[src/hw/urxs_regs.svh]
// register offsets, field positions, reset values and sizes of the receive status block
`ifndef URXS_REGS_SVH
`define URXS_REGS_SVH
// ****************************************
// register byte addresses
// ****************************************
`define URXS_STA_OFS 8'h00
`define URXS_CTRL_OFS 8'h04
`define URXS_DIV_OFS 8'h08
`define URXS_DATA_OFS 8'h0c
// ****************************************
// status and control fields
// ****************************************
`define URXS_ISEL_HI 7
`define URXS_ISEL_LO 6
`define URXS_ADDRESS_DETECT_ENABLE_BIT 5
`define URXS_IDLE_BIT 4
`define URXS_PARITY_ERROR_FLAG_BIT 3
`define URXS_FRAMING_ERROR_FLAG_BIT 2
`define URXS_OVERRUN_ERROR_FLAG_BIT 1
`define URXS_RXDA_BIT 0
// ****************************************
// mode control fields
// ****************************************
`define URXS_NINE_BIT 0
`define URXS_PEN_BIT 1
`define URXS_PODD_BIT 2
// ****************************************
// reset values, sizes, answers
// ****************************************
`define URXS_ISEL_RST 2'h0
`define URXS_CTRL_RST 3'h0
`define URXS_DIV_RST 16'h043d
`define URXS_FIFO_DEPTH 4
`define URXS_FIFO_WIDTH 11
`define URXS_LVL_3Q 3'h3
`define URXS_LVL_FULL 3'h4
`define URXS_RESP_OKAY 2'h0
`define URXS_RESP_SLVERR 2'h2
`endif

[src/hw/urxs_pkg.sv]
// types shared by the receive status block
package urxs_pkg;
  typedef enum logic [2:0] {
    URXS_ST_IDLE = 3'b000,
    URXS_ST_START = 3'b001,
    URXS_ST_DATA = 3'b010,
    URXS_ST_PAR = 3'b011,
    URXS_ST_STOP = 3'b100
  } urxs_rx_state_type;
endpackage

[src/hw/urxs_fifo.sv]
// small synchronous fifo with valid/ready on both sides
`timescale 1ns/1ns
module urxs_fifo #(
  parameter int WIDTH = 11,
  parameter int DEPTH = 4
) (
  // clock, reset, enable
  input logic aclk,
  input logic aresetn,
  input logic ce,
  input logic flush,
  // fill side
  input logic in_valid,
  output logic in_ready,
  input logic [WIDTH-1:0] in_data,
  // drain side
  output logic out_valid,
  input logic out_ready,
  output logic [WIDTH-1:0] out_data,
  output logic [$clog2(DEPTH+1)-1:0] count
);
  localparam int AW = $clog2(DEPTH);
  localparam int CW = $clog2(DEPTH+1);
  logic [WIDTH-1:0] mem_r [DEPTH];
  logic [AW-1:0] wp_r;
  logic [AW-1:0] rp_r;
  logic [CW-1:0] cnt_r;
  logic push;
  logic pop;

  // honest full and empty straight from the count
  assign in_ready = (cnt_r != CW'(DEPTH));
  assign out_valid = (cnt_r != '0);
  assign out_data = mem_r[rp_r];
  assign count = cnt_r;
  assign push = in_valid && in_ready;
  assign pop = out_valid && out_ready;

  // storage needs no reset, pointers guard it
  always_ff @(posedge aclk) begin
    if (ce && push && !flush) begin
      mem_r[wp_r] <= in_data;
    end
  end

  // pointers and count, flush empties at once
  always_ff @(posedge aclk) begin
    if (!aresetn) begin
      wp_r <= '0;
      rp_r <= '0;
      cnt_r <= '0;
    end else if (ce) begin
      if (flush) begin
        wp_r <= '0;
        rp_r <= '0;
        cnt_r <= '0;
      end else begin
        if (push) wp_r <= (wp_r == AW'(DEPTH-1)) ? '0 : wp_r + 1'b1;
        if (pop) rp_r <= (rp_r == AW'(DEPTH-1)) ? '0 : rp_r + 1'b1;
        cnt_r <= cnt_r + CW'(push) - CW'(pop);
      end
    end
  end
endmodule

[src/hw/urxs_rx_shift.sv]
// serial receive shift register with one-character holding stage
`timescale 1ns/1ns
module urxs_rx_shift
  import urxs_pkg::*;
(
  // clock, reset, enable
  input logic aclk,
  input logic aresetn,
  input logic ce,
  input logic flush,
  // line and modes
  input logic rx_in,
  input logic [15:0] bit_div,
  input logic nine_bit,
  input logic parity_en,
  input logic parity_odd,
  // character out
  output logic out_valid,
  input logic out_ready,
  output logic [8:0] out_data,
  output logic out_parity_error_flag,
  output logic out_framing_error_flag,
  // state
  output logic idle,
  output logic overrun
);
  urxs_rx_state_type st_r;
  logic [15:0] tmr_r;
  logic [3:0] bit_r;
  logic [8:0] shf_r;
  logic par_r;
  logic pe_r;
  logic samp;
  logic done;

  assign samp = (tmr_r == 16'h0000);
  assign done = (st_r == URXS_ST_STOP) && samp;
  assign idle = (st_r == URXS_ST_IDLE);

  // bit timing and framing; sample mid-bit after half-bit start delay
  always_ff @(posedge aclk) begin
    if (!aresetn) begin
      st_r <= URXS_ST_IDLE;
      tmr_r <= 16'h0000;
      bit_r <= 4'h0;
      shf_r <= 9'h000;
      par_r <= 1'b0;
      pe_r <= 1'b0;
    end else if (ce) begin
      tmr_r <= samp ? bit_div - 16'h0001 : tmr_r - 16'h0001;
      case (st_r)
        URXS_ST_IDLE: begin
          if (!rx_in) begin
            st_r <= URXS_ST_START;
            tmr_r <= {1'b0, bit_div[15:1]};
          end
        end
        URXS_ST_START: begin
          if (samp) begin
            st_r <= rx_in ? URXS_ST_IDLE : URXS_ST_DATA;
            bit_r <= 4'h0;
            par_r <= 1'b0;
            pe_r <= 1'b0;
          end
        end
        URXS_ST_DATA: begin
          if (samp) begin
            shf_r <= {rx_in, shf_r[8:1]};
            par_r <= par_r ^ rx_in;
            bit_r <= bit_r + 4'h1;
            if (bit_r == (nine_bit ? 4'h8 : 4'h7)) begin
              st_r <= (parity_en && !nine_bit) ? URXS_ST_PAR : URXS_ST_STOP;
            end
          end
        end
        URXS_ST_PAR: begin
          if (samp) begin
            pe_r <= par_r ^ rx_in ^ parity_odd;
            st_r <= URXS_ST_STOP;
          end
        end
        URXS_ST_STOP: begin
          if (samp) st_r <= URXS_ST_IDLE;
        end
        default: st_r <= URXS_ST_IDLE;
      endcase
      if (flush) st_r <= URXS_ST_IDLE;
    end
  end

  // holding stage; a finished character meeting a full stage is lost
  always_ff @(posedge aclk) begin
    if (!aresetn) begin
      out_valid <= 1'b0;
      out_data <= 9'h000;
      out_parity_error_flag <= 1'b0;
      out_framing_error_flag <= 1'b0;
      overrun <= 1'b0;
    end else if (ce) begin
      overrun <= 1'b0;
      if (flush) begin
        out_valid <= 1'b0;
      end else if (done && out_valid && !out_ready) begin
        overrun <= 1'b1;
      end else if (done) begin
        out_valid <= 1'b1;
        out_data <= nine_bit ? shf_r : {1'b0, shf_r[8:1]};
        out_parity_error_flag <= pe_r;
        out_framing_error_flag <= !rx_in;
      end else if (out_ready) begin
        out_valid <= 1'b0;
      end
    end
  end
endmodule

[src/hw/urxs_top.sv]
// receive status, buffer and interrupt-level logic of a serial port, axi4-lite registers
//
// Implementation choices: register access over AXI4-Lite and the address map.
`timescale 1ns/1ns
`include "urxs_regs.svh"
module urxs_top
  import urxs_pkg::*;
(
  // clock, reset, enable
  input logic aclk,
  input logic aresetn,
  input logic ce,
  // axi4-lite write
  input logic [7:0] awaddr,
  input logic awvalid,
  output logic awready,
  input logic [31:0] wdata,
  input logic [3:0] wstrb,
  input logic wvalid,
  output logic wready,
  output logic [1:0] bresp,
  output logic bvalid,
  input logic bready,
  // axi4-lite read
  input logic [7:0] araddr,
  input logic arvalid,
  output logic arready,
  output logic [31:0] rdata,
  output logic [1:0] rresp,
  output logic rvalid,
  input logic rready,
  // serial line and event
  input logic rx_in,
  output logic rx_int
);
  // ****************************************
  // declarations
  // ****************************************
  logic aw_hold_r;
  logic w_hold_r;
  logic [7:0] awaddr_r;
  logic [31:0] wdata_r;
  logic [3:0] wstrb_r;
  logic wr_fire;
  logic ar_fire;
  logic [1:0] isel_r;
  logic address_detect_enable_r;
  logic overrun_error_flag_r;
  logic [2:0] ctrl_r;
  logic [15:0] div_r;
  logic overrun_error_flag_clr;
  logic flush;
  logic rx_valid;
  logic rx_ready;
  logic [8:0] rx_data;
  logic rx_parity_error_flag;
  logic rx_framing_error_flag;
  logic rx_idle;
  logic rx_ovr;
  logic discard;
  logic fifo_in_valid;
  logic fifo_in_ready;
  logic fifo_out_valid;
  logic fifo_pop;
  logic [10:0] fifo_head;
  logic [2:0] fifo_cnt;
  logic push;
  logic [2:0] lvl_after;
  logic [15:0] sta_word;

  // ****************************************
  // receive path
  // ****************************************
  urxs_rx_shift u_shift (
    .aclk(aclk),
    .aresetn(aresetn),
    .ce(ce),
    .flush(flush),
    .rx_in(rx_in),
    .bit_div(div_r),
    .nine_bit(ctrl_r[`URXS_NINE_BIT]),
    .parity_en(ctrl_r[`URXS_PEN_BIT]),
    .parity_odd(ctrl_r[`URXS_PODD_BIT]),
    .out_valid(rx_valid),
    .out_ready(rx_ready),
    .out_data(rx_data),
    .out_parity_error_flag(rx_parity_error_flag),
    .out_framing_error_flag(rx_framing_error_flag),
    .idle(rx_idle),
    .overrun(rx_ovr)
  );

  // non-address characters are dropped only in 9-bit mode
  assign discard = address_detect_enable_r && ctrl_r[`URXS_NINE_BIT] && !rx_data[8];
  assign fifo_in_valid = rx_valid && !discard;
  // a full fifo stalls the holding stage, which then overruns
  assign rx_ready = discard || fifo_in_ready;
  assign push = fifo_in_valid && fifo_in_ready;

  urxs_fifo #(
    .WIDTH(`URXS_FIFO_WIDTH),
    .DEPTH(`URXS_FIFO_DEPTH)
  ) u_fifo (
    .aclk(aclk),
    .aresetn(aresetn),
    .ce(ce),
    .flush(flush),
    .in_valid(fifo_in_valid),
    .in_ready(fifo_in_ready),
    .in_data({rx_parity_error_flag, rx_framing_error_flag, rx_data}),
    .out_valid(fifo_out_valid),
    .out_ready(fifo_pop),
    .out_data(fifo_head),
    .count(fifo_cnt)
  );

  // ****************************************
  // receive interrupt level
  // ****************************************
  assign lvl_after = fifo_cnt + 3'(push) - 3'(fifo_pop);

  // one-cycle event pulse, level chosen by the select field
  always_ff @(posedge aclk) begin
    if (!aresetn) begin
      rx_int <= 1'b0;
    end else if (ce) begin
      rx_int <= push && (!isel_r[1] ||
        (isel_r == 2'b10 && lvl_after == `URXS_LVL_3Q) ||
        (isel_r == 2'b11 && lvl_after == `URXS_LVL_FULL));
    end
  end

  // ****************************************
  // axi4-lite write channel
  // ****************************************
  // ready is gated by the enable so a frozen block never accepts a beat it cannot record
  assign awready = ce && !aw_hold_r;
  assign wready = ce && !w_hold_r;
  assign wr_fire = aw_hold_r && w_hold_r && !bvalid;

  // address and data are caught in either order
  always_ff @(posedge aclk) begin
    if (!aresetn) begin
      aw_hold_r <= 1'b0;
      w_hold_r <= 1'b0;
      awaddr_r <= 8'h00;
      wdata_r <= 32'h0000_0000;
      wstrb_r <= 4'h0;
      bvalid <= 1'b0;
      bresp <= `URXS_RESP_OKAY;
    end else if (ce) begin
      if (awvalid && awready) begin
        aw_hold_r <= 1'b1;
        awaddr_r <= awaddr;
      end
      if (wvalid && wready) begin
        w_hold_r <= 1'b1;
        wdata_r <= wdata;
        wstrb_r <= wstrb;
      end
      if (wr_fire) begin
        aw_hold_r <= 1'b0;
        w_hold_r <= 1'b0;
        bvalid <= 1'b1;
        bresp <= (awaddr_r[7:4] == 4'h0) ? `URXS_RESP_OKAY : `URXS_RESP_SLVERR;
      end else if (bvalid && bready) begin
        bvalid <= 1'b0;
      end
    end
  end

  // software may only clear overrun; the 1 to 0 edge flushes
  assign overrun_error_flag_clr = wr_fire && awaddr_r == `URXS_STA_OFS && wstrb_r[0] && !wdata_r[`URXS_OVERRUN_ERROR_FLAG_BIT];
  assign flush = overrun_error_flag_clr && overrun_error_flag_r && !rx_ovr;

  // writable control state
  always_ff @(posedge aclk) begin
    if (!aresetn) begin
      isel_r <= `URXS_ISEL_RST;
      address_detect_enable_r <= 1'b0;
      ctrl_r <= `URXS_CTRL_RST;
      div_r <= `URXS_DIV_RST;
    end else if (ce && wr_fire) begin
      if (awaddr_r == `URXS_STA_OFS && wstrb_r[0]) begin
        isel_r <= wdata_r[`URXS_ISEL_HI:`URXS_ISEL_LO];
        address_detect_enable_r <= wdata_r[`URXS_ADDRESS_DETECT_ENABLE_BIT];
      end
      if (awaddr_r == `URXS_CTRL_OFS && wstrb_r[0]) ctrl_r <= wdata_r[2:0];
      if (awaddr_r == `URXS_DIV_OFS && wstrb_r[0]) div_r[7:0] <= wdata_r[7:0];
      if (awaddr_r == `URXS_DIV_OFS && wstrb_r[1]) div_r[15:8] <= wdata_r[15:8];
    end
  end

  // overrun: a new overflow wins over a clear in the same cycle
  always_ff @(posedge aclk) begin
    if (!aresetn) begin
      overrun_error_flag_r <= 1'b0;
    end else if (ce) begin
      overrun_error_flag_r <= rx_ovr || (overrun_error_flag_r && !overrun_error_flag_clr);
    end
  end

  // ****************************************
  // axi4-lite read channel
  // ****************************************
  assign arready = ce && !rvalid;
  assign ar_fire = arvalid && arready;
  // reading the data word removes the top character
  assign fifo_pop = ar_fire && araddr == `URXS_DATA_OFS && fifo_out_valid && !flush;

  // error flags come from the fifo head, so a pop exposes the next one
  assign sta_word = {8'h00, isel_r, address_detect_enable_r,
    rx_idle,
    fifo_out_valid && fifo_head[10],
    fifo_out_valid && fifo_head[9],
    overrun_error_flag_r,
    fifo_out_valid};

  always_ff @(posedge aclk) begin
    if (!aresetn) begin
      rvalid <= 1'b0;
      rdata <= 32'h0000_0000;
      rresp <= `URXS_RESP_OKAY;
    end else if (ce) begin
      if (ar_fire) begin
        rvalid <= 1'b1;
        rresp <= `URXS_RESP_OKAY;
        case (araddr)
          `URXS_STA_OFS: rdata <= {16'h0000, sta_word};
          `URXS_CTRL_OFS: rdata <= {29'h0000_0000, ctrl_r};
          `URXS_DIV_OFS: rdata <= {16'h0000, div_r};
          `URXS_DATA_OFS: rdata <= {23'h00_0000, fifo_out_valid ? fifo_head[8:0] : 9'h000};
          default: begin
            rdata <= 32'h0000_0000;
            rresp <= `URXS_RESP_SLVERR;
          end
        endcase
      end else if (rvalid && rready) begin
        rvalid <= 1'b0;
      end
    end
  end
endmodule

[config.mk]
export PLATFORM = sky130hd
export DESIGN_NAME = urxs_top
export DESIGN_NICKNAME = d
export VERILOG_FILES = /design/src/hw/urxs_pkg.sv /design/src/hw/urxs_fifo.sv /design/src/hw/urxs_rx_shift.sv /design/src/hw/urxs_top.sv
export VERILOG_INCLUDE_DIRS = /design/src /design/src/hw
export SDC_FILE = /design/constraint.sdc
export NUM_CORES = 1
export LEC_CHECK = 0
export BUFFER_PORTS_ARGS = -buffer_cell sky130_fd_sc_hd__buf_2
export CAP_MARGIN = 10
export CORE_UTILIZATION = 58
export DETAILED_ROUTE_END_ITERATION = 8
export PLACE_DENSITY = 0.8
export SETUP_SLACK_MARGIN = 0.4
export SLEW_MARGIN = 20
export SYNTH_ARGS = -nofsm -noshare
export SYNTH_HDL_FRONTEND = slang
export SYNTH_SLANG_ARGS = --single-unit
[constraint.sdc]
create_clock -name aclk -period 3.3 [get_ports aclk]
set_input_delay 0.825 -clock aclk [delete_from_list [all_inputs] [get_ports aclk]]
set_output_delay 0.825 -clock aclk [all_outputs]
set_load 0.01 [all_outputs]
Word level (Yosys, flattened, before mapping)
Memories as Yosys holds them, arrays and structs flattened. A register that Yosys moved wholly into a read port is not among the register bits.
Index checks and enable logic that the tools add are counted.
{"block": "word_totals", "reg_bits": 144, "mem_bits_rw": 44, "out_inout_bits": 42, "mem_count": 1}
{"memory": "u_fifo.mem_r", "depth": 4, "word_bits": 11, "rd": 1, "rd_clocked_by_memory_dff": 1, "write_ports": 1, "line_no": "urxs_fifo.sv:24", "text": "logic [WIDTH-1:0] mem_r [DEPTH];"}
{"block": "op_classes", "n_addsub": 8, "eq_ne": 27, "n_mux": 52, "bitwise": 4, "n_reduce_logical": 94}
{"operator": "$pmux 16 s4", "n": 1}
{"operator": "$mux 16", "n": 3}
{"operator": "$logic_and 1x1->1", "n": 40}
{"operator": "$sub 16x1->16 const B", "n": 2}
{"operator": "$reduce_and 2->1", "n": 14}
{"operator": "$mux 3", "n": 9}
{"operator": "$eq 8x4->1 const B", "n": 3}
{"operator": "$mux 2", "n": 11}
{"operator": "$mux 1", "n": 19}
{"operator": "$mux 9", "n": 2}
{"operator": "$eq 8x3->1 const B", "n": 2}
{"operator": "$logic_not 16->1", "n": 1}
{"operator": "$logic_not 8->1", "n": 2}
{"operator": "$reduce_bool 2->1", "n": 8}
{"operator": "$ne 3x1->1 const B", "n": 5}
{"operator": "$pmux 3 s5", "n": 1}
{"operator": "$logic_not 1->1", "n": 14}
{"operator": "$mux 4", "n": 3}
{"operator": "$reduce_and 4->1", "n": 3}
{"operator": "$eq 3x2->1 const B", "n": 3}
{"operator": "$eq 2x2->1 const B", "n": 4}
{"operator": "$ne 2x1->1 const B", "n": 4}
{"operator": "$pmux 4 s2", "n": 1}
{"operator": "$reduce_and 7->1", "n": 1}
{"operator": "18 further kinds", "n": 29}

Depth between registers and ports, before layout
{"block": "logic_depth", "word_depth": 15, "ltp_mapped": 12}

Hierarchy
A second synthesis with hierarchy kept.
{"block": "hier_totals", "cells_unflattened": 853, "area_unflattened_um2": 8262.9}
{"mod": "urxs_top", "n_inst": 1, "cells_per_inst": 380, "area_per_inst_um2": 3231.8, "seq_area_each_um2": 1441.4}
{"mod": "urxs_rx_shift", "n_inst": 1, "cells_per_inst": 359, "area_per_inst_um2": 2894.0, "seq_area_each_um2": 940.9}
{"mod": "urxs_fifo", "n_inst": 1, "cells_per_inst": 114, "area_per_inst_um2": 2137.0, "seq_area_each_um2": 1501.4}

Least setup slack after synthesis
No wires, ideal clock.
{"block": "synth_timing", "path_type": "input to register", "from": "input araddr[1]", "to": "register rx_int", "setup_ns": 0.132, "arrival_ns": 2.573, "t_required_ns": 3.168, "slack_ns": 0.595, "cell_stages": 11, "path_buffers": 0, "cell_sequence": "nor4_1 -> nand3_1 -> nor2_1 -> and2_1 -> ha_1 -> ha_1 -> xnor2_1 -> xnor2_1 -> nand3_1 -> o2111ai_1 -> a21oi_1"}
{"block": "synth_via", "elab_chain_len": 10}
{"item": "from (decl)", "line_no": "urxs_top.sv:25", "text": "input logic [7:0] araddr,"}
{"item": "$eq 8x4->1 (*)"}
{"item": "$logic_and 1x1->1 (no source line) (*)"}
{"item": "$logic_and 1x1->1 (*) (2 in series)", "line_no": "urxs_top.sv:209", "text": "assign fifo_pop = ar_fire && araddr == `URXS_DATA_OFS && fifo_out_valid && !flush;"}
{"item": "$sub 3x1->3 (*)", "line_no": "urxs_top.sv:120", "text": "assign lvl_after = fifo_cnt + 3'(push) - 3'(fifo_pop);"}
{"item": "$eq 3x2->1 (no source line)"}
{"item": "$logic_and 1x1->1 (no source line)"}
{"item": "$logic_or 1x1->1", "line_no": "urxs_top.sv:127", "text": "rx_int <= push && (!isel_r[1] ||"}
{"item": "$logic_or 1x1->1 (*)", "line_no": "urxs_top.sv:127"}
{"item": "$logic_and 1x1->1 (*)", "line_no": "urxs_top.sv:127"}
{"item": "to (signal assigned)", "line_no": "urxs_top.sv:127"}
{"item": "to (decl)", "line_no": "urxs_top.sv:34", "text": "output logic rx_int"}
Mark *: on every way between the ends. The rest lies on a longest branch, timed or not.
A chain may end at the register's enable or synchronous reset.

Worst setup path after layout
{"block": "layout_timing", "from": "register u_shift.tmr_r[11]", "to": "register u_shift.tmr_r[6]"}
{"block": "layout_via", "elab_chain_len": 4}
{"item": "from (decl)", "line_no": "urxs_rx_shift.sv:28", "text": "logic [15:0] tmr_r;"}
{"item": "from (signal assigned)", "line_no": "urxs_rx_shift.sv:50", "text": "tmr_r <= samp ? bit_div - 16'h0001 : tmr_r - 16'h0001;"}
{"item": "from (signal assigned)", "line_no": "urxs_rx_shift.sv:55", "text": "tmr_r <= {1'b0, bit_div[15:1]};"}
{"item": "$logic_not 16->1 (*)", "line_no": "urxs_rx_shift.sv:36", "text": "assign samp = (tmr_r == 16'h0000);"}
{"item": "$mux 16 (*)", "line_no": "urxs_rx_shift.sv:50"}
{"item": "$mux 16", "line_no": "urxs_rx_shift.sv:53", "text": "if (!rx_in) begin"}
{"item": "$mux 16 (*)", "line_no": "urxs_rx_shift.sv:51", "text": "case (st_r)"}
Marked as above.

==> flow_summary_export.csv <==
group,metric,value,unit
power_and_ir_drop,ir_drop,0.000470,V
power_and_ir_drop,p_sw,0.00123,W
synth,yosys_warnings,0,
power_and_ir_drop,switching_share,24.6,%
floorplanning,core-area,13900,sq um
timing,slew_viol_final,0,
job,maxCapViolations,0,
synth,synth_common_cells,"dfxtp_1 (128), nand2_1 (113), nor2_1 (82), a21oi_1 (77), edfxtp_1 (44)",
synth,synth_edf_count,44,
worst_setup_path,startpoint,"u_shift.tmr_r[11]$_SDFFE_PN0P_",
layout,diodes,0,
cts,htree_levels,4,
synth,yosysMostFrequentCell,"dfxtp_1",
detailed_routing,avgRoutedWirePerCell,17.7,microns
worst_setup_path,critPathArrivalTime,3.05,ns
synth,yosysSeqAreaShare,47.0,%
synth,synth_area,8260,sq um
cts,cts_sinks,172,
timing,slew_headroom,51.5,%
floorplanning,top_level_ports,103,
cts,clk_path_buf_depth,2,
worst_setup_path,slowest_stage,"or4_4",
place,place_hpwl,13400,microns
synth,synthTopCellsByArea,"dfxtp_1 (31%), edfxtp_1 (16%), mux2i_1 (5.2%)",
power_and_ir_drop,power_density,533,nW/um^2
worst_hold_path,min_path_type,"register to register",
layout,nets,1000,
detailed_routing,dr.pass1.iters,5,
worst_setup_path,worstPathRequired,3.60,ns
timing,tightest_slew,0.721,ns
timing,period_share,83.2,%
timing,fin_crit,2.75,ns
layout,seqCellArea,3880,sq um
timing,setup_tns,0,ns
power_and_ir_drop,power_frac_comb,11.5,%
global_route,grt_pass1_wl,31700,microns
worst_setup_path,cpPeakStageDelay,0.58,ns
power_and_ir_drop,clock_power_share,43.0,%
floorplanning,die_h,121,microns
worst_setup_path,r2r_start,"u_shift.tmr_r[11]$_SDFFE_PN0P_",
detailed_routing,num_vias,6753,
synth,yosysUniqueCellTypes,80,
synth,async_flop_share,0,%
status,status,"finished clean",
synth,yosys.area.top_type,"dfxtp_1",
floorplanning,die-area,14700,sq um
global_route,grt_max_degree,63,
worst_setup_path,endpoint,"u_shift.tmr_r[6]$_SDFFE_PN0P_",
cts,clk_latency,0.43,ns
synth,synth_top_area_share,31.0,%
cts,cts_root_buf,"clkbuf_16",
cts,cts_buffers,17,
layout,drive_gt1_share,17.5,%
detailed_routing,drtIter0Drc,849,
timing,grt_setup_unrepaired,"false",
cts,cts_resized,0,
layout,area_growth,13.1,%
synth,ys_ff_latch,172,
timing,clock.fmax,364,MHz
layout,final_area,9340,sq um
timing,setup_viol,0,
synth,syn_inst,868,
cts,post_cts_buffers,0,
worst_setup_path,reg2reg_depth,10,
place,gp_congestion,0.847,
place,place_area,8710,sq um
global_route,track_usage,28.2,%
worst_setup_path,crit_path_max_fanout,6,
floorplanning,initial_core_util,59.5,%
global_route,grt_pass1_vias,6159,
power_and_ir_drop,finalPower,0.00498,W
power_and_ir_drop,intPower,0.00375,W
timing,skew,0.00888,ns
layout,multi_input_area,4020,sq um
power_and_ir_drop,leakage,3.58,nW
worst_setup_path,crit_type,"register to register",
cts,clk_pin_slew,0.07,ns
cts,ctsHoldBuffers,0,
place,port_buffers,66,
worst_setup_path,ff2ff_setup_slack,0.55,ns
detailed_routing,routed_wl,19800,microns
synth,synthFlopType,"dfxtp_1",
global_route,grt_overflow,0,
power_and_ir_drop,pwr-share-seq,45.4,%
layout,fin_util,67.3,%
global_route,antenna_found_initial,0,
floorplanning,rows,43,
worst_setup_path,worstReg2RegEnd,"u_shift.tmr_r[6]$_SDFFE_PN0P_",
timing,hold_viol,0,
detailed_routing,ant_nets,0,
worst_setup_path,cp-end-kind,"register",
synth,avgSynthCellArea,9.52,sq um
detailed_routing,drcViolationCount,0,
worst_setup_path,cp-start-kind,"register",
floorplanning,die_width,121,microns
detailed_routing,via_per_inst,6.03,
worst_setup_path,crit_chain,"or4_4, or2_1, nor2_4, a21oi_1, ha_1, or3b_2, or3_1, a31oi_1, a2111oi_0, a2111oi_1",
cts,cts_tree,"built",
layout,num-fill-cells,1079,
[worst min path at each step]
stage | endpoint | cells after the start | slack [ns] | startpoint
after floorplan | u_shift.shf_r[0]$_SDFFE_PN0P_ | 2 | 0.43 | u_shift.shf_r[0]$_SDFFE_PN0P_
after global placement | u_shift.shf_r[0]$_SDFFE_PN0P_ | 2 | 0.44 | u_shift.shf_r[0]$_SDFFE_PN0P_
after detailed placement | u_shift.shf_r[0]$_SDFFE_PN0P_ | 2 | 0.44 | u_shift.shf_r[0]$_SDFFE_PN0P_
after CTS | u_shift.shf_r[0]$_SDFFE_PN0P_ | 2 | 0.45 | u_shift.shf_r[0]$_SDFFE_PN0P_
after global routing | u_shift.shf_r[0]$_SDFFE_PN0P_ | 2 | 0.47 | u_shift.shf_r[0]$_SDFFE_PN0P_
final | u_shift.shf_r[0]$_SDFFE_PN0P_ | 2 | 0.45 | u_shift.shf_r[0]$_SDFFE_PN0P_
[power groups by stage]
stage                     clock network, W  registers, W  logic (W)
after global placement                   0       0.00230   0.000546
after global routing               0.00224       0.00227   0.000631
final                              0.00214       0.00226   0.000574
after CTS                          0.00216       0.00226   0.000560
after floorplan                          0       0.00229   0.000420
after detailed placement                 0       0.00231   0.000555
[metrics by stage]
stage	hold slack (ns)	std cells	setup slack [ns]
2_1_floorplan	0.428	885	0.595
3_3_place_gp	0.439	1087	0.453
3_5_place_dp	0.444	1087	0.291
4_1_cts	0.452	1119	0.420
5_1_grt	0.465	1119	0.426
6_report	0.452	1119	0.554
[area by class of cell]
| cell class | count | area share [%] |
|---|---|---|
| repair buffers | 94 | 5.79 |
| flip-flops and latches | 172 | 41.6 |
| multi-input cells | 630 | 43.1 |
| clock inverters | 13 | 2.10 |
| clock buffers | 19 | 4.63 |
| well taps | 180 | 2.41 |
| inverters | 11 | 0.442 |
[cell usage in the layout (no fill, tap or decap), drive strengths merged, types with 13 or more instances in the layout]
cell type	netlist	routed
nor2	82	82
a21oi	77	77
o21ai	31	31
dfxtp	128	128
a31oi	13	13
nor3	26	26
clkbuf	34	19
nand2	114	114
buf	38	94
conb	1	18
ha	13	13
edfxtp	44	44
mux2i	43	43
nand3	20	20
[worst max-delay path, delay by kind of cell (launching register included)]
family | cells | cell delay (ns)
compound gates | 4 | 0.62
fa+ha+maj | 1 | 0.25
flops | 1 | 0.36
simple gates | 5 | 1.38
[state kept, by name, indices dropped and copies added (netlist names), 3 cells and up, named ones only]
| name | flops |
|---|---|
| u_fifo.mem_r | 44 |
| div_r | 16 |
| rdata | 16 |
| u_shift.tmr_r | 16 |
| wdata_r | 16 |
| u_shift.out_data | 9 |
| u_shift.shf_r | 9 |
| awaddr_r | 8 |
| u_shift.bit_r | 4 |
| ctrl_r | 3 |
| u_fifo.count | 3 |
| u_shift.st_r | 3 |
[logic make-up after synthesis]
group	share of synthesized area [%]
compound gates	15.0
xor+xnor	1.27
fa+ha+maj	1.97
buf+inv	5.18
flops	47.0
mux	9.57
other cells	0.0454
simple gates	20.0
[metal layers]
| layer | up-vias | wire length (microns) | global-route usage [%] |
|---|---|---|---|
| met2 | 283 | 9360 | 43.8 |
| met4 | 0 | 258 | 9.65 |
| met5 | - | 0 | 0 |
| li1 | 3257 | - | - |
| met1 | 3184 | 8740 | 38.7 |
| met3 | 29 | 1490 | 6.16 |
(Power assumes the default switching activity.)
